==> src/include/pflb_pkg.sv <==
package pflb_pkg;
    // ==========================================
    // register map (word index = byte address here)
    localparam logic [3:0]  ADDR_BLANK_CTRL  = 4'h0;
    localparam logic [3:0]  ADDR_FAULT_CTRL  = 4'h1;
    localparam logic [3:0]  ADDR_BLANK_TIME  = 4'h2;
    localparam logic [3:0]  ADDR_AUX_CTRL    = 4'h3;
    localparam logic [3:0]  ADDR_STATUS      = 4'h4;
    localparam logic [3:0]  ADDR_FAULT_CLEAR = 4'h5;
    // ==========================================
    // blanking control fields
    localparam int BIT_HI_RISE   = 15;
    localparam int BIT_HI_FALL   = 14;
    localparam int BIT_LO_RISE   = 13;
    localparam int BIT_LO_FALL   = 12;
    localparam int BIT_FLT_BLANK = 11;
    localparam int BIT_LIM_BLANK = 10;
    localparam int BIT_SEL_HIGH  = 5;
    localparam int BIT_SEL_LOW   = 4;
    localparam int BIT_HI_HIGH   = 3;
    localparam int BIT_HI_LOW    = 2;
    localparam int BIT_LO_HIGH   = 1;
    localparam int BIT_LO_LOW    = 0;
    localparam logic [15:0] BLANK_CTRL_MASK  = 16'hfc3f;
    localparam logic [15:0] BLANK_CTRL_RESET = 16'h0000;
    // ==========================================
    // fault control fields: mode in [1:0], source enables in [6:2]
    localparam int FAULT_MODE_LSB  = 0;
    localparam int FAULT_EN_LSB    = 2;
    localparam int N_FAULTS        = 5;
    localparam int SAFETY_IDX      = 4;
    localparam logic [1:0] MODE_LATCHED = 2'h0;
    localparam logic [1:0] MODE_CYCLE   = 2'h1;
    localparam logic [1:0] MODE_OFF     = 2'h3;
    localparam logic [6:0] FAULT_CTRL_RESET = 7'h40;
    localparam logic [15:0] BLANK_TIME_RESET = 16'h0000;
    localparam int AUX_SEL_W = 4;
    // ==========================================
    typedef enum logic [1:0] {
        PFLB_IDLE  = 2'b01,
        PFLB_BLANK = 2'b10
    } pflb_blank_state_t;
endpackage : pflb_pkg

==> src/include/pflb_sense_if.sv <==
`timescale 1ns/1ps
`default_nettype none
interface pflb_sense_if;
    logic fault_raw;
    logic limit_raw;
    logic fault_blanked;
    logic limit_blanked;
    logic blanking;
    modport owner (output fault_raw, output limit_raw, input fault_blanked, input limit_blanked, input blanking);
    modport blanker (input fault_raw, input limit_raw, output fault_blanked, output limit_blanked, output blanking);
endinterface : pflb_sense_if
`default_nettype wire

==> src/core/pflb_blanker.sv <==
`timescale 1ns/1ps
`default_nettype none
module pflb_blanker
    import pflb_pkg::*;
(
    input  wire logic        i_mclk,
    input  wire logic        i_rst,
    input  wire logic        i_tick,
    input  wire logic [15:0] i_ctrl,
    input  wire logic [15:0] i_time,
    input  wire logic        i_hi,
    input  wire logic        i_lo,
    input  wire logic        i_sel_sig,
    pflb_sense_if.blanker    sense
);
    logic              hi_q;
    logic              lo_q;
    logic [15:0]       cnt;
    logic [15:0]       next_cnt;
    pflb_blank_state_t state;
    pflb_blank_state_t next_state;
    logic              trig;
    logic              level_blank;

    // ==========================================
    // edge trigger and level blanking
    always_comb begin
        trig = (i_ctrl[BIT_HI_RISE] & i_hi & ~hi_q) | (i_ctrl[BIT_HI_FALL] & ~i_hi & hi_q)
             | (i_ctrl[BIT_LO_RISE] & i_lo & ~lo_q) | (i_ctrl[BIT_LO_FALL] & ~i_lo & lo_q);
        level_blank = (i_ctrl[BIT_SEL_HIGH] & i_sel_sig) | (i_ctrl[BIT_SEL_LOW] & ~i_sel_sig)
                    | (i_ctrl[BIT_HI_HIGH] & i_hi) | (i_ctrl[BIT_HI_LOW] & ~i_hi)
                    | (i_ctrl[BIT_LO_HIGH] & i_lo) | (i_ctrl[BIT_LO_LOW] & ~i_lo);
    end

    // ==========================================
    // blanking counter
    always_comb begin
        next_state = state;
        next_cnt   = cnt;
        unique case (state)
            PFLB_IDLE: begin
                if (trig && i_time != 16'h0000) begin
                    next_state = PFLB_BLANK;
                    next_cnt   = i_time;
                end
            end
            PFLB_BLANK: begin
                if (trig) begin
                    next_cnt = i_time;
                end else if (i_tick) begin
                    next_cnt = cnt - 16'h0001;
                    if (cnt == 16'h0001) begin
                        next_state = PFLB_IDLE;
                    end
                end
            end
        endcase
    end

    always_ff @(posedge i_mclk or posedge i_rst) begin
        if (i_rst) begin
            state <= PFLB_IDLE;
            cnt   <= 16'h0000;
            hi_q  <= 1'b0;
            lo_q  <= 1'b0;
        end else begin
            state <= next_state;
            cnt   <= next_cnt;
            hi_q  <= i_hi;
            lo_q  <= i_lo;
        end
    end

    // ==========================================
    // gating of sensed inputs
    always_comb begin
        sense.blanking      = (state == PFLB_BLANK) | level_blank;
        sense.fault_blanked = sense.fault_raw & ~(i_ctrl[BIT_FLT_BLANK] & sense.blanking);
        sense.limit_blanked = sense.limit_raw & ~(i_ctrl[BIT_LIM_BLANK] & sense.blanking);
    end
endmodule : pflb_blanker
`default_nettype wire

==> src/core/pflb_fault_leb.sv <==
// The implementer's own choices: the plain strobed port and the address map.
`timescale 1ns/1ps
`default_nettype none
module pflb_fault_leb
    import pflb_pkg::*;
#(
    parameter int PRESCALE = 1
) (
    input  wire logic                  i_mclk,
    input  wire logic                  i_rst,
    input  wire logic [3:0]            i_addr,
    input  wire logic [15:0]           i_wdata,
    input  wire logic                  i_wr,
    input  wire logic                  i_rd,
    output logic      [15:0]           o_rdata,
    input  wire logic                  i_pwm_enable,
    input  wire logic                  i_pwm_high,
    input  wire logic                  i_pwm_low,
    input  wire logic [N_FAULTS-1:0]   i_fault_in,
    input  wire logic                  i_limit_in,
    input  wire logic [(1<<AUX_SEL_W)-1:0] i_blank_sources,
    output logic                       o_pwm_high_out,
    output logic                       o_pwm_low_out,
    output logic                       o_safety_pin_owned,
    output logic                       o_fault_active,
    output logic                       o_limit_active
);
    logic [15:0]          blank_ctrl;
    logic [15:0]          next_blank_ctrl;
    logic [6:0]           fault_ctrl;
    logic [6:0]           next_fault_ctrl;
    logic [15:0]          blank_time;
    logic [15:0]          next_blank_time;
    logic [AUX_SEL_W-1:0] aux_sel;
    logic [AUX_SEL_W-1:0] next_aux_sel;
    logic                 latched;
    logic                 next_latched;
    logic [15:0]          rdata;
    logic [15:0]          next_rdata;
    logic [15:0]          pre_cnt;
    logic [15:0]          next_pre_cnt;
    logic                 tick;
    logic                 fault_now;
    logic                 cycle_fault;
    logic                 pwm_h_q;
    logic                 pwm_l_q;
    logic                 next_pwm_h;
    logic                 next_pwm_l;
    logic                 clear_req;

    pflb_sense_if sense ();

    // ==========================================
    // blanking timer clock enable
    always_comb begin
        tick         = (pre_cnt == 16'(PRESCALE - 1));
        next_pre_cnt = tick ? 16'h0000 : pre_cnt + 16'h0001;
    end

    // ==========================================
    // fault sensing
    always_comb begin
        sense.fault_raw = |(i_fault_in & fault_ctrl[FAULT_EN_LSB +: N_FAULTS]);
        sense.limit_raw = i_limit_in;
    end

    pflb_blanker u_blanker (
        .i_mclk    (i_mclk),
        .i_rst     (i_rst),
        .i_tick    (tick),
        .i_ctrl    (blank_ctrl),
        .i_time    (blank_time),
        .i_hi      (pwm_h_q),
        .i_lo      (pwm_l_q),
        .i_sel_sig (i_blank_sources[aux_sel]),
        .sense     (sense)
    );

    // ==========================================
    // registers and fault latch
    always_comb begin
        next_blank_ctrl = blank_ctrl;
        next_fault_ctrl = fault_ctrl;
        next_blank_time = blank_time;
        next_aux_sel    = aux_sel;
        next_rdata      = 16'h0000;
        clear_req       = 1'b0;
        fault_now       = sense.fault_blanked & (fault_ctrl[1:0] != MODE_OFF);
        cycle_fault     = fault_now & (fault_ctrl[1:0] == MODE_CYCLE);
        if (i_wr) begin
            unique case (i_addr)
                ADDR_BLANK_CTRL:  next_blank_ctrl = i_wdata & BLANK_CTRL_MASK;
                ADDR_FAULT_CTRL:  next_fault_ctrl = i_wdata[6:0];
                ADDR_BLANK_TIME:  next_blank_time = i_wdata;
                ADDR_AUX_CTRL:    next_aux_sel    = i_wdata[AUX_SEL_W-1:0];
                ADDR_FAULT_CLEAR: clear_req       = i_wdata[0];
                default:          ;
            endcase
        end
        if (i_rd) begin
            unique case (i_addr)
                ADDR_BLANK_CTRL:  next_rdata = blank_ctrl;
                ADDR_FAULT_CTRL:  next_rdata = {9'h000, fault_ctrl};
                ADDR_BLANK_TIME:  next_rdata = blank_time;
                ADDR_AUX_CTRL:    next_rdata = {12'h000, aux_sel};
                ADDR_STATUS:      next_rdata = {12'h000, sense.blanking, sense.limit_blanked, fault_now, latched};
                default:          next_rdata = 16'h0000;
            endcase
        end
        next_latched = latched;
        if (clear_req && !i_fault_in[SAFETY_IDX]) begin
            next_latched = 1'b0;
        end
        if (fault_now && fault_ctrl[1:0] == MODE_LATCHED) begin
            next_latched = 1'b1;
        end
        if (latched || cycle_fault || !i_pwm_enable) begin
            next_pwm_h = 1'b0;
            next_pwm_l = 1'b0;
        end else begin
            next_pwm_h = i_pwm_high;
            next_pwm_l = i_pwm_low;
        end
    end

    always_ff @(posedge i_mclk or posedge i_rst) begin
        if (i_rst) begin
            blank_ctrl <= BLANK_CTRL_RESET;
            fault_ctrl <= FAULT_CTRL_RESET;
            latched    <= 1'b1;
            blank_time <= BLANK_TIME_RESET;
            aux_sel    <= '0;
            rdata      <= 16'h0000;
            pre_cnt    <= 16'h0000;
            pwm_h_q    <= 1'b0;
            pwm_l_q    <= 1'b0;
        end else begin
            blank_ctrl <= next_blank_ctrl;
            fault_ctrl <= next_fault_ctrl;
            latched    <= next_latched;
            blank_time <= next_blank_time;
            aux_sel    <= next_aux_sel;
            rdata      <= next_rdata;
            pre_cnt    <= next_pre_cnt;
            pwm_h_q    <= next_pwm_h;
            pwm_l_q    <= next_pwm_l;
        end
    end

    // ==========================================
    // outputs
    always_comb begin
        o_rdata            = rdata;
        o_pwm_high_out     = pwm_h_q;
        o_pwm_low_out      = pwm_l_q;
        o_safety_pin_owned = i_rst | fault_ctrl[FAULT_EN_LSB + SAFETY_IDX];
        o_fault_active     = latched | cycle_fault;
        o_limit_active     = sense.limit_blanked;
    end
endmodule : pflb_fault_leb
`default_nettype wire

==> config.mk <==
export PLATFORM = sky130hd
export DESIGN_NAME = pflb_fault_leb
export DESIGN_NICKNAME = d
export VERILOG_FILES = /design/src/include/pflb_pkg.sv /design/src/include/pflb_sense_if.sv /design/src/core/pflb_blanker.sv /design/src/core/pflb_fault_leb.sv
export SDC_FILE = /design/constraint.sdc
export NUM_CORES = 1
export LEC_CHECK = 0
export ABC_CLOCK_PERIOD_IN_PS = 3200
export BUFFER_PORTS_ARGS = -buffer_cell sky130_fd_sc_hd__buf_2
export CAP_MARGIN = 20
export CORE_ASPECT_RATIO = 2
export CORE_MARGIN = 5
export CORE_UTILIZATION = 57
export CTS_CLUSTER_SIZE = 16
export DETAILED_ROUTE_END_ITERATION = 12
export PLACE_DENSITY = 0.82
export SYNTH_ARGS = -nofsm -noshare
export SYNTH_HDL_FRONTEND = slang
export SYNTH_HIERARCHICAL = 1
export SYNTH_SLANG_ARGS = --single-unit
==> constraint.sdc <==
create_clock -name i_mclk -period 3.2 [get_ports i_mclk]
set_input_delay 0.16 -clock i_mclk [delete_from_list [all_inputs] [get_ports i_mclk]]
set_output_delay 0.16 -clock i_mclk [all_outputs]
set_load 0.02 [all_outputs]
== Yosys cells after proc, flatten, opt, wreduce, memory -nomap -nowiden ==
Cells that the tools add are included.

* Equal/unequal tests: 15
* Bitwise gates (word level): 39
* Reduce and logical (&&, ||, !) cells: 19
* Multiplexer cells: 20
* $lt $le $gt $ge: 1
* Add/subtract/negate cells: 2

{| class="wikitable"
|+ Operator list
! kind !! number
|-
| $mux W16 || 5
|-
| $pmux W16 S5 || 1
|-
| $pmux W16 S2 || 1
|-
| $and A1 B1 Y1 || 20
|-
| $add A16 B1 Y16 const B || 1
|-
| $eq A16 B1 Y1 const B || 1
|-
| $logic_not A16 Y1 || 1
|-
| $reduce_bool A16 Y1 || 1
|-
| $sub A16 B1 Y16 const B || 1
|-
| $or A1 B1 Y1 || 11
|-
| $reduce_and A2 Y1 || 5
|-
| $eq A4 B2 Y1 const B || 2
|-
| $eq A4 B3 Y1 const B || 2
|-
| $mux W2 || 4
|-
| $mux W1 || 7
|-
| $not A1 Y1 || 7
|-
| $ne A2 B2 Y1 const B || 3
|-
| $and A5 B5 Y5 || 1
|-
| $lt A4 B5 Y1 const B || 1
|-
| $reduce_or A5 Y1 || 1
|-
| $bmux W1 S4 || 1
|-
| $eq A2 B1 Y1 const B || 2
|-
| $eq A4 B1 Y1 const B || 1
|-
| $logic_not A4 Y1 || 1
|-
| other kinds (10) || 15
|}

* Word-level logic and storage cells: 109
* Input bits: 49
* Bits in registers: 94
* Output and inout bits: 21

== Logic depth before layout (Yosys ltp) ==
Gate-level depths: netlist (run 1).

* Depth in word-level cells: 18
* Depth in mapped cells: 11
* Gate-level depth less buffers: 9

== Hierarchy ==
Netlist (run 1), hierarchy kept.

{| class="wikitable"
|+ By module, submodules not included
! module !! cells each !! times used !! seq. area each (um^2) !! area each (um^2)
|-
| pflb_fault_leb || 253 || 1 || 1854.3 || 3342.0
|-
| pflb_blanker || 161 || 1 || 501.7 || 1400.1
|}

== Least setup slack after synthesis (run 1) ==
No wires, ideal clock.

* Kind: register to register
* Start: reg aux_sel[0]
* End: reg rdata[2] (netlist: o_rdata[2])
* Data arrival time: 2507 ps
* Setup slack: 619 ps
* Setup time: 74 ps
* Clock period less this slack: 2581 ps
* Data required time: 3126 ps
* Cell stages (with the launch flop): 11
* Buffers on the path: 1
* Cell sequence: dfrtp_1 -> buf_2 -> mux4_2 -> nor2b_1 -> a211oi_1 -> a21oi_1 -> mux2i_1 -> nand4b_1 -> a21boi_0 -> a222oi_1 -> nor2_1

* Cells in the longest elaborated chain, start to end: 15
* Elaborated cells between the ends (all ways): 16
* Those cells by class: mux (4); bitwise (12)

{| class="wikitable"
|+ RTL lines
! what !! RTL line !! RTL
|-
| start, declared || pflb_fault_leb.sv:34 || <nowiki>logic [AUX_SEL_W-1:0] aux_sel;</nowiki>
|-
| start signal, assigned || pflb_fault_leb.sv:142 || <nowiki>aux_sel <= next_aux_sel;</nowiki>
|-
| $bmux W1 S4 (*) || pflb_fault_leb.sv:75 || <nowiki>.i_sel_sig (i_blank_sources[aux_sel]),</nowiki>
|-
| $mux W1 (not written as such) (*) || pflb_fault_leb.sv:75 ||
|-
| $not A1 Y1 || pflb_blanker.sv:30 || <nowiki>level_blank = (i_ctrl[BIT_SEL_HIGH] & i_sel_sig) | (i_ctrl[BIT_SEL_LOW] & ~i_sel_sig)</nowiki>
|-
| $and A1 B1 Y1 || pflb_blanker.sv:30 ||
|-
| $or A1 B1 Y1 (*) || pflb_blanker.sv:30 ||
|-
| $or A1 B1 Y1 (*) (2 in a row) || pflb_blanker.sv:31 || <nowiki>| (i_ctrl[BIT_HI_HIGH] & i_hi) | (i_ctrl[BIT_HI_LOW] & ~i_hi)</nowiki>
|-
| $or A1 B1 Y1 (*) (2 in a row) || pflb_blanker.sv:32 || <nowiki>| (i_ctrl[BIT_LO_HIGH] & i_lo) | (i_ctrl[BIT_LO_LOW] & ~i_lo);</nowiki>
|-
| $or A1 B1 Y1 (*) || pflb_blanker.sv:77 || <nowiki>sense.blanking = (state == PFLB_BLANK) | level_blank;</nowiki>
|-
| named net sense.blanking || pflb_sense_if.sv:8 || <nowiki>logic blanking;</nowiki>
|-
| $and A1 B1 Y1 (*) || pflb_blanker.sv:79 || <nowiki>sense.limit_blanked = sense.limit_raw & ~(i_ctrl[BIT_LIM_BLANK] & sense.blanking);</nowiki>
|-
| $not A1 Y1 (*) || pflb_blanker.sv:79 ||
|-
| $and A1 B1 Y1 (*) || pflb_blanker.sv:79 ||
|-
| named net o_limit_active || pflb_fault_leb.sv:26 || <nowiki>output logic o_limit_active</nowiki>
|-
| $pmux W16 S5 (*) || pflb_fault_leb.sv:101 || <nowiki>unique case (i_addr)</nowiki>
|-
| $mux W16 (*) || pflb_fault_leb.sv:100 || <nowiki>if (i_rd) begin</nowiki>
|-
| named net next_rdata[2] || pflb_fault_leb.sv:39 || <nowiki>logic [15:0] next_rdata;</nowiki>
|-
| end signal, assigned || pflb_fault_leb.sv:143 || <nowiki>rdata <= next_rdata;</nowiki>
|-
| end, declared || pflb_fault_leb.sv:38 || <nowiki>logic [15:0] rdata;</nowiki>
|}

The timed path passes the listed nets; every way through them passes the cells marked *. The select of a mux whose other input is x is not followed.
A chain may end at the register's enable or synchronous reset.

== Worst setup path after layout (run 1) ==
* Start: reg aux_sel[0]
* End: out o_fault_active

* Cells in the longest elaborated chain, start to end: 16
* Elaborated cells between the ends (all ways): 17
* Those cells by class: mux (2); bitwise (15)

{| class="wikitable"
|+ RTL lines
! what !! RTL line !! RTL
|-
| $bmux W1 S4 (*) || pflb_fault_leb.sv:75 ||
|-
| $mux W1 (not written as such) (*) || pflb_fault_leb.sv:75 ||
|-
| $not A1 Y1 || pflb_blanker.sv:30 ||
|-
| $and A1 B1 Y1 || pflb_blanker.sv:30 ||
|-
| $or A1 B1 Y1 (*) || pflb_blanker.sv:30 ||
|-
| $or A1 B1 Y1 (*) (2 in a row) || pflb_blanker.sv:31 ||
|-
| $or A1 B1 Y1 (*) (2 in a row) || pflb_blanker.sv:32 ||
|-
| $or A1 B1 Y1 (*) || pflb_blanker.sv:77 ||
|-
| named net sense.blanking || pflb_sense_if.sv:8 ||
|-
| $and A1 B1 Y1 (*) || pflb_blanker.sv:78 || <nowiki>sense.fault_blanked = sense.fault_raw & ~(i_ctrl[BIT_FLT_BLANK] & sense.blanking);</nowiki>
|-
| $not A1 Y1 (*) || pflb_blanker.sv:78 ||
|-
| $and A1 B1 Y1 (*) || pflb_blanker.sv:78 ||
|-
| named net sense.fault_blanked || pflb_sense_if.sv:6 || <nowiki>logic fault_blanked;</nowiki>
|-
| $and A1 B1 Y1 (*) || pflb_fault_leb.sv:88 || <nowiki>fault_now = sense.fault_blanked & (fault_ctrl[1:0] != MODE_OFF);</nowiki>
|-
| $and A1 B1 Y1 (*) || pflb_fault_leb.sv:89 || <nowiki>cycle_fault = fault_now & (fault_ctrl[1:0] == MODE_CYCLE);</nowiki>
|-
| $or A1 B1 Y1 (*) || pflb_fault_leb.sv:157 || <nowiki>o_fault_active = latched | cycle_fault;</nowiki>
|-
| end, declared || pflb_fault_leb.sv:25 || <nowiki>output logic o_fault_active,</nowiki>
|}

Marks and branches as above.

==> results of run 1 <==
critical path, delay by kind of cell, from the launching register on:
kind | cells | cell delay (ns)
compound gates | 4 | 0.79
mux | 2 | 0.76
flops | 1 | 0.44
simple gates | 2 | 0.33
buf+inv | 2 | 0.24
power by group:
group	total, uW	leakage, uW	switching (uW)	internal, uW
Sequential	1660	0.00120	249	1410
Clock	1150	0.000156	441	707
Combinational	776	0.00127	391	386
stage by stage:
stage / hold slack, ns / std cells / utilization
3_5_place_dp: 0.246 / 570 / 0.626
2_1_floorplan: 0.123 / 413 / -
4_1_cts: 0.0474 / 587 / 0.667
6_report: 0.0567 / 587 / 0.667
3_3_place_gp: 0.237 / 570 / 0.626
5_1_grt: 0.0516 / 587 / 0.667
routing by layer:
layer / GRT usage / vias to the layer above / part of all wire
li1: - / 1670 / -
met1: 0.267 / 1904 / 0.35
met2: 0.431 / 123 / 0.57
met3: 0.0385 / 41 / 0.037
met4: 0.144 / 0 / 0.049
met5: 0 / - / 0
final timing paths:
| check | cells after the start | endpoint |
|---|---|---|
| worst max-delay path | 10 | o_fault_active |
| worst min-delay path | 2 | blank_time[8] |
| worst max register to register | 9 | o_pwm_low_out |
| worst min register to register | 1 | pre_cnt[15] |
| max in group asynchronous | 5 | o_rdata[7] |
| min in group asynchronous | 3 | o_rdata[6] |
sequential cells by signal, summed over array words and instances, names as in the netlist:
| name | flops |
|---|---|
| u_blanker/lo_q | 1 |
| blank_ctrl | 12 |
| pre_cnt | 16 |
| o_pwm_high_out | 1 |
| u_blanker/state | 2 |
| fault_ctrl | 7 |
| latched | 1 |
| u_blanker/cnt | 16 |
| o_rdata | 16 |
| blank_time | 16 |
| o_pwm_low_out | 1 |
| aux_sel | 4 |
| u_blanker/hi_q | 1 |
timing repair:
action                     CTS  global route
hold endpoints to repair    24             0
setup endpoints to repair    0             1
gates resized for setup      0             2
hold buffers                 1             0
setup buffers                0             0
area by class of cell:
cell class	count	area [um2]
Multi-Input combinational cell	287	2220
Fill cell	617	2740
Timing Repair Buffer	77	408
Inverter	15	56.3
Sequential cell	94	2360
Tap cell	98	123
Clock inverter	5	81.3
Clock buffer	11	243
==> run metrics, run 1 <==
final setup vio count 0; post-synthesis area per instance between 10 and 15 um2; net total in the final layout between 500 and 600; Setup Total Neg Slack 0 ns; antenna-violating nets left 0; growth of design area from synthesis to finish 15.8%; Ports 70; vias in the first global route slightly above 4000; TritonCTS Sinks 94; # rows 47; wire length after detailed routing roughly 12 mm; CTS tree yes; maximum ir drop on the vdd rail 0.511 mV; dpl hpwl about 9 mm; setup repair after global routing missed its margin no; fmax roughly 330 MHz; post-route clock skew between 0.004 and 0.005 ns; pre-CTS worst setup slack 0.459 ns; pin count of the biggest net entering global routing 34; Die W between 70 and 80 um; Syn. warnings 6; Die Span Y between 100 and 150 um; overall fraction of global-route tracks in use 0.246; final critical delay including setup and external delays about 3 ns; clock transition at the registers of the reported paths 0.06 ns; Inserted Diodes 0; IO buf count 69; Core ar. slightly above 0.008 mm2; first-pass GRT wire length around 20 mm; number of nets in the synthesized netlist approximately 470; buffer cell driving the clock tree root sky130_fd_sc_hd__clkbuf_16; Vias 3738; Max-Cap Viols 0; result of the run finished clean; Worst path max stage delay ~0.50 ns; synthesized cell area about 0.0047 mm2; Via-to-Cell Ratio roughly 6.4; arrival time reported for the critical path endpoint 2.90 ns; Min-Delay Startpoint i_wdata[8]; actual transition at the worst max-transition pin just over 0.8 ns; Inserted Clock Buffers 9; critical path, cell by cell mux4_2 -> nor2b_1 -> a211oi_1 -> a21oi_1 -> mux2i_1 -> nand4b_1 -> a21boi_1 -> a31oi_1 -> inv_1 -> buf_2; clock insertion delay at the later pin of the skew report ~0.34 ns; leakage power total around 0.0026 uW; Max-slew headroom 0.449; initial cell density of the core 0.576; launching element type of the critical path flop; H-tree level count 3; pwr dens 653 mW/mm2; origin of the critical flop-to-flop path aux_sel[0]; Wirelength per Cell approximately 20 um; remaining global-route overflow 0; number of detailed-routing iterations run before antenna repair 6; commonest cells after routing, fill and taps aside 90 x sky130_fd_sc_hd__dfrtp_1, 69 x sky130_fd_sc_hd__buf_2, 35 x sky130_fd_sc_hd__mux2_2; post-route clock period utilization 0.957; area of the die slightly above 0.01 mm2; post-route cell area between 0.005 and 0.006 mm2; clock tree buffer depth 2; Slew Viols, Final 0; reg-to-reg setup timing slack roughly 0.55 ns; Min-Delay Path Class in2reg; type of destination of the critical path output pin; number of antenna violations at the first check in global routing 0; fraction of final layout cells sized beyond drive strength 1 0.313; critical path required time slightly above 3 ns; final hold violation count 0; Placed Instance Area 0.00515 mm2; overall power ~3600 uW; instance count of the mapped netlist 413; crit path setup slack, layout 0.139 ns; most common library cell in the layout ignoring fill and taps sky130_fd_sc_hd__dfrtp_1; iteration-0 DRC count of the detailed router around 250; origin of the worst setup path aux_sel[0]; cell with the largest stage delay on the worst path sky130_fd_sc_hd__mux4_2; Crit Path Max Fanout 6; Setup CP Type reg2out; routability congestion estimate from global placement approximately 0.88; total DRC errors in the routed layout 0
No activity file was read; power rests on OpenSTA's default activity.
==> inputs of run 2 (changes only) <==
ABC_CLOCK_PERIOD_IN_PS = 4000   (was 3200)
CORE_UTILIZATION = 62   (was 57)
PLACE_DENSITY = 0.88   (was 0.82)
clock period = 4 ns   (was 3.2 ns; I/O delays follow)
==> run 2 against run 1 <==
Net effect: clock skew is essentially flat; count of clock-buffer cells in the layout fell by 1; total power down 22%; flip-flop and latch count stayed put; final area fell by 1.2%; sequential share of layout area is 0.50 points higher; combinational power fell by 20%; die area shrank 7.3%; largest cell class unchanged; register-to-register slack gained 0.74 ns; largest power group unchanged; worst hold slack got worse by 0.053 ns.
==> run metrics, run 2 (synthesized netlist as in run 1, its figures left out) <==
remaining global-route overflow 0 (unchanged); final hold violation count 0 (unchanged); final-layout worst hold slack 0.00358 ns (-0.0531 ns); CTS tree yes; Vias 3884 (+3.9%); Worst path max stage delay 0.53 ns (+0.03 ns); H-tree level count 3 (unchanged); launching element type of the critical path flop; proportion of power drawn by flip-flops and latches 0.479 (+0.016); first-pass GRT wire length 20.7 mm (+5.1%); portion of total power attributed to combinational logic 0.222 (+0.005); Setup Total Neg Slack 0 ns (unchanged); number of detailed-routing iterations run before antenna repair 7 (+1); post-route clock skew 0.00473 ns (+0.000258 ns); routability congestion estimate from global placement 1.01 (+14%); Core ar. 0.00754 mm2 (-8.4%); count of hold-fix buffers inserted at cts 0 (-1); total DRC errors in the routed layout 0 (unchanged); fmax 317 MHz; switching power as a share of total power 0.317 (+0.0155); actual transition at the worst max-transition pin 0.873 ns (+0.0481 ns); clock tree buffer depth 2 (unchanged); Top Layer Used met4; most common library cell in the layout ignoring fill and taps sky130_fd_sc_hd__dfrtp_1; Die W 71.8 um (-3.6%); overall fraction of global-route tracks in use 0.282 (+0.0363); clock insertion delay at the later pin of the skew report 0.35 ns (about the same); number of instances resized during post-cts repair 0 (unchanged); share of the core filled with cells 0.719 (+0.0520); Wirelength per Cell 22.1 um (+8.7%); maximum ir drop on the vdd rail 0.422 mV (-17%); final setup vio count 0 (unchanged); leakage power total 0.00260 uW (-1.1%); cell class contributing the biggest share of worst-path delay compound AO/OA/AOI/OAI gates; result of the run finished clean; Die Span Y 134 um (-3.8%); area of the die 0.00960 mm2 (-7.3%); # rows 45 (-4.3%); Ports 70 (unchanged); type of destination of the critical path output pin; number of antenna violations at the first check in global routing 0 (unchanged); commonest cells after routing, fill and taps aside 91 x sky130_fd_sc_hd__dfrtp_1, 69 x sky130_fd_sc_hd__buf_2, 35 x sky130_fd_sc_hd__mux2_2; Max-Cap Viols 0 (unchanged); setup repair after global routing missed its margin no; buffers plus inverters on the worst setup path 2 (unchanged); pwr dens 518 mW/mm2 (-21%); Min-Delay Path Class in2async; IO buf count 69 (unchanged); Crit Path Max Fanout 6 (unchanged); power share of the clock group 0.299 (-0.021); Slew Viols, Final 0 (unchanged); Psw 890 uW (-18%); Inserted Diodes 0 (unchanged); iteration-0 DRC count of the detailed router 333 (+35%); initial cell density of the core 0.628 (+0.0525); cell with the largest stage delay on the worst path sky130_fd_sc_hd__mux4_2; total met3 wirelength after detailed routing 582 um (+32%); TritonCTS Sinks 94 (unchanged); vias in the first global route 4098 (+0.12%); fraction of final layout cells sized beyond drive strength 1 0.307 (-0.00567); wire length after detailed routing 12.8 mm (+7.2%); Via-to-Cell Ratio 6.71 (+5.3%); arrival time reported for the critical path endpoint 2.96 ns (+0.06 ns); clock transition at the registers of the reported paths 0.06 ns (about the same); buffer cell driving the clock tree root sky130_fd_sc_hd__clkbuf_16; final critical delay including setup and external delays around 3.2 ns; critical path, cell by cell mux4_2 -> nor2b_1 -> a211oi_1 -> a21oi_1 -> mux2i_1 -> nand4b_1 -> a21boi_0 -> a31oi_1 -> inv_1 -> buf_2; critical path required time 3.80 ns (+0.76 ns); growth of design area from synthesis to finish 14.4%; post-route clock period utilization 0.790; pin count of the biggest net entering global routing 41 (+21%); internal power of the cells 1920 uW (-23%); length of routed wiring on met1 4.12 mm (about the same); dpl hpwl 9.34 mm (+5.0%); Inserted Clock Buffers 9 (unchanged); net total in the final layout 534 (-0.56%); setup repair bufs after CTS 0 (unchanged); Routed met2 length 7.34 mm (+8.0%); Max-slew headroom 0.417 (-0.0321); Setup CP Type reg2out; antenna-violating nets left 0 (unchanged)
-- run 2: changes by cell type in the layout (fill, tap and decap cells not counted), sizes merged --
| cell | change |
|---|---|
| buf | -2 |
| bufinv | -1 |
| clkbuf | -1 |
| clkinv | +1 |
| dlygate4sd3 | -1 |
-- run 2: worst reg2reg max path: stages, from the launching register on --
cell                        delay [ns]
sky130_fd_sc_hd__dfrtp_1          0.44
sky130_fd_sc_hd__inv_1            0.09
sky130_fd_sc_hd__ha_1             0.14
sky130_fd_sc_hd__nor3b_1          0.17
sky130_fd_sc_hd__and4_1           0.65
sky130_fd_sc_hd__nand4_1          0.50
sky130_fd_sc_hd__nor3_1           0.31
sky130_fd_sc_hd__a2bb2oi_1        0.19
sky130_fd_sc_hd__o22ai_1          0.09
-- run 2: final cells by class --
type                            instances  area, um2
Clock buffer                           10        229
Clock inverter                          5       60.1
Fill cell                             515       2120
Inverter                               15       56.3
Multi-Input combinational cell        287       2220
Sequential cell                        94       2360
Tap cell                               94        118
Timing Repair Buffer                   74        383
-- run 2: final timing paths --
path                             start                 to  slack [ns]  depth (start not counted)
max                         aux_sel[0]     o_fault_active        0.84                         10
min                              i_rst      blank_ctrl[5]       0.004                          2
max reg2reg                 pre_cnt[0]  u_blanker/cnt[14]        1.29                          8
min reg2reg                pre_cnt[15]        pre_cnt[15]        0.51                          1
max in group asynchronous        i_rst            latched        3.00                          3
min in group i_mclk         i_wdata[8]      blank_time[8]        0.09                          2
-- run 2: stage by stage --
step | std cells | area [um2] | setup slack, ns | power, uW
floorplan | 413 | 4740 | 1.42 | 1750
global placement | 564 | 5130 | 1.33 | 1910
detailed placement | 564 | 5130 | 1.28 | 1950
CTS | 579 | 5420 | 0.870 | 2790
global route | 579 | 5420 | 0.633 | 2940
finish | 579 | 5420 | 0.842 | 2810
-- run 2: routing by layer --
metal  vias to the layer above  track usage
met1                      1965        0.270
met3                        69       0.0491
met2                       174        0.527
met5                         -            0
li1                       1676            -
met4                         0        0.183
-- run 2: power groups by stage --
stage | Combinational [uW] | Sequential, uW | Clock [uW]
finish | 624 | 1350 | 838
CTS | 614 | 1330 | 840
global placement | 574 | 1330 | 0
detailed placement | 606 | 1340 | 0
global route | 685 | 1370 | 888
floorplan | 478 | 1270 | 0
==> inputs of run 3 (changes only) <==
ABC_CLOCK_PERIOD_IN_PS = 2580   (was 4000)
CORE_UTILIZATION = 52   (was 62)
PLACE_DENSITY = 0.79   (was 0.88)
clock period = 2.58 ns   (was 4 ns; I/O delays follow)
==> run 3 against run 2 <==
Net effect: the run now ends with setup timing left; global-route usage is 6.2 points lower; non-clock buffer count up 12; register-to-register slack worse by 1.5 ns; combinational power rose by 65%; cell count up 3.6%; core utilization decreased by 9.6 points; routed wire length fell by 6.6%; sequential share of layout area down 1.2 points.
==> run metrics, run 3 (synthesized netlist as in run 1, its figures left out) <==
result of the run finished with violations; violated checks setup timing; Crit Path Max Fanout 5 (-1); remaining global-route overflow 0 (unchanged); overall power 4360 uW (+55%); pwr dens 782 mW/mm2 (+51%); launching element type of the critical path flop; area of the die 0.0112 mm2 (+17%); commonest cells after routing, fill and taps aside 90 x sky130_fd_sc_hd__dfrtp_1, 67 x sky130_fd_sc_hd__buf_2, 35 x sky130_fd_sc_hd__mux2_2; Worst path max stage delay 0.52 ns (about the same); fraction of final layout cells sized beyond drive strength 1 0.337 (+0.0301); Core ar. 0.00895 mm2 (+19%); Inserted Clock Buffers 9 (unchanged); vias in the first global route 3936 (-4.0%); post-route cell area 0.00558 mm2 (+2.8%); Vias 3766 (-3.0%); critical path required time 2.45 ns (-1.35 ns); wire length after detailed routing 12.0 mm (-6.6%); number of antenna violations at the first check in global routing 0 (unchanged); final critical delay including setup and external delays about 2.9 ns; pin count of the biggest net entering global routing 37 (-9.8%); initial cell density of the core 0.529 (-0.0987); buffers plus inverters on the worst setup path 2 (unchanged); # rows 49 (+8.9%); buffer cell driving the clock tree root sky130_fd_sc_hd__clkbuf_16; Via-to-Cell Ratio 6.28 (-6.4%); routability congestion estimate from global placement 0.972 (-3.7%); Inserted Diodes 0 (unchanged); CTS tree yes; Setup CP Type reg2out; antenna-violating nets left 0 (unchanged); clock insertion delay at the later pin of the skew report 0.34 ns (about the same); iteration-0 DRC count of the detailed router 283 (-15%); dpl hpwl 9.01 mm (-3.6%); crit path setup slack, layout -0.332 ns (-1.17 ns); share of the core filled with cells 0.623 (-0.0959); pre-CTS worst setup slack -0.0287 ns (-1.31 ns); Max-slew headroom 0.450 (+0.0323); net total in the final layout 546 (+2.2%); final setup vio count 7 (+7); Placed Instance Area 0.00520 mm2 (+1.4%); maximum ir drop on the vdd rail 0.784 mV (+86%); TritonCTS Sinks 94 (unchanged); clock transition at the registers of the reported paths 0.06 ns (about the same); fill cell count 696 (+35%); post-route clock skew 0.00502 ns (+0.000288 ns); arrival time reported for the critical path endpoint 2.78 ns (-0.18 ns); leakage power total 0.00267 uW (+2.7%); Wirelength per Cell 19.9 um (-9.9%); first-pass GRT wire length 19.6 mm (-5.1%); clock tree buffer depth 2 (unchanged); H-tree level count 3 (unchanged); number of detailed-routing iterations run before antenna repair 5 (-2); growth of design area from synthesis to finish 17.7%; critical path, cell by cell mux4_2 -> nor2b_4 -> a211oi_2 -> a21oi_1 -> mux2i_1 -> nand4b_1 -> a21boi_2 -> a31oi_4 -> inv_2 -> buf_6; type of destination of the critical path output pin; actual transition at the worst max-transition pin 0.825 ns (-0.0484 ns); total DRC errors in the routed layout 0 (unchanged); Max-Cap Viols 0 (unchanged); overall fraction of global-route tracks in use 0.220 (-0.0622); most common library cell in the layout ignoring fill and taps sky130_fd_sc_hd__dfrtp_1; final hold violation count 0 (unchanged); fmax between 300 and 400 MHz; Ports 70 (unchanged); Min-Delay Path Class in2reg; Die W 77.5 um (+7.9%); post-route clock period utilization 1.13; Slew Viols, Final 0 (unchanged); IO buf count 69 (unchanged); cell with the largest stage delay on the worst path sky130_fd_sc_hd__mux4_2; setup repair after global routing missed its margin yes; Die Span Y 145 um (+8.5%); Setup Total Neg Slack -1.06 ns (-1.06 ns); cell class contributing the biggest share of worst-path delay multiplexers
run 3: metal layers:
metal,GRT usage,part of all wire,vias up
met4,0.143,0.053,0
li1,-,-,1699
met3,0.0378,0.035,41
met5,0,0,-
met1,0.228,0.35,1899
met2,0.394,0.57,127
run 3: layout make-up:
type,count,area [um2],area share
sequential,94,2360,0.423
multi-input combinational,287,2260,0.405
timing repair buffer,86,492,0.0882
clock buffer,12,256,0.0460
tap,102,128,0.0229
inverter,15,56.3,0.0101
clock inverter,4,30.0,0.00539
run 3: path summary, 6_finish.rpt:
check,startpoint,slack [ns],depth (start not counted),endpoint
min in group asynchronous,i_rst,0.48,3,fault_ctrl[4]
setup reg to reg,aux_sel[0],-0.20,11,o_pwm_high_out
setup / recovery,aux_sel[0],-0.33,10,o_fault_active
max in group asynchronous,i_rst,1.33,4,o_rdata[7]
hold / removal,i_wdata[8],0.02,2,blank_time[8]
hold reg to reg,pre_cnt[15],0.48,1,pre_cnt[15]
run 3: where the power goes:
group / switching, uW / internal (uW)
clock network: 563 / 710
registers: 304 / 1750
logic: 502 / 529
run 3: what timing repair did:
action | 4_1_cts | 5_1_grt
cloned | 0 | 0
endpoints found under the hold margin | 51 | 0
hold buffers | 1 | 0
endpoints found under the setup margin | 4 | 7
gates resized for setup | 9 | 6
setup buffers | 3 | 3
pin swaps | 6 | 7
run 3: per-stage QoR:
step	instances	hold WS (ns)
after floorplan	413	0.0921
after global placement	580	0.303
after detailed placement	580	0.317
after CTS	600	0.0127
after global routing	600	0.00972
final	600	0.0164
run 3: worst reg2reg max path, stage by stage (launching register included):
cell and delay [ns]:
sky130_fd_sc_hd__dfrtp_2 0.42, sky130_fd_sc_hd__mux4_2 0.52, sky130_fd_sc_hd__nor2b_4 0.14, sky130_fd_sc_hd__a211oi_2 0.19, sky130_fd_sc_hd__a21oi_1 0.08, sky130_fd_sc_hd__mux2i_1 0.21, sky130_fd_sc_hd__nand4b_1 0.25, sky130_fd_sc_hd__a21boi_2 0.31
sky130_fd_sc_hd__a31oi_4 0.13, sky130_fd_sc_hd__buf_4 0.15, sky130_fd_sc_hd__buf_6 0.10, sky130_fd_sc_hd__and3_1 0.16
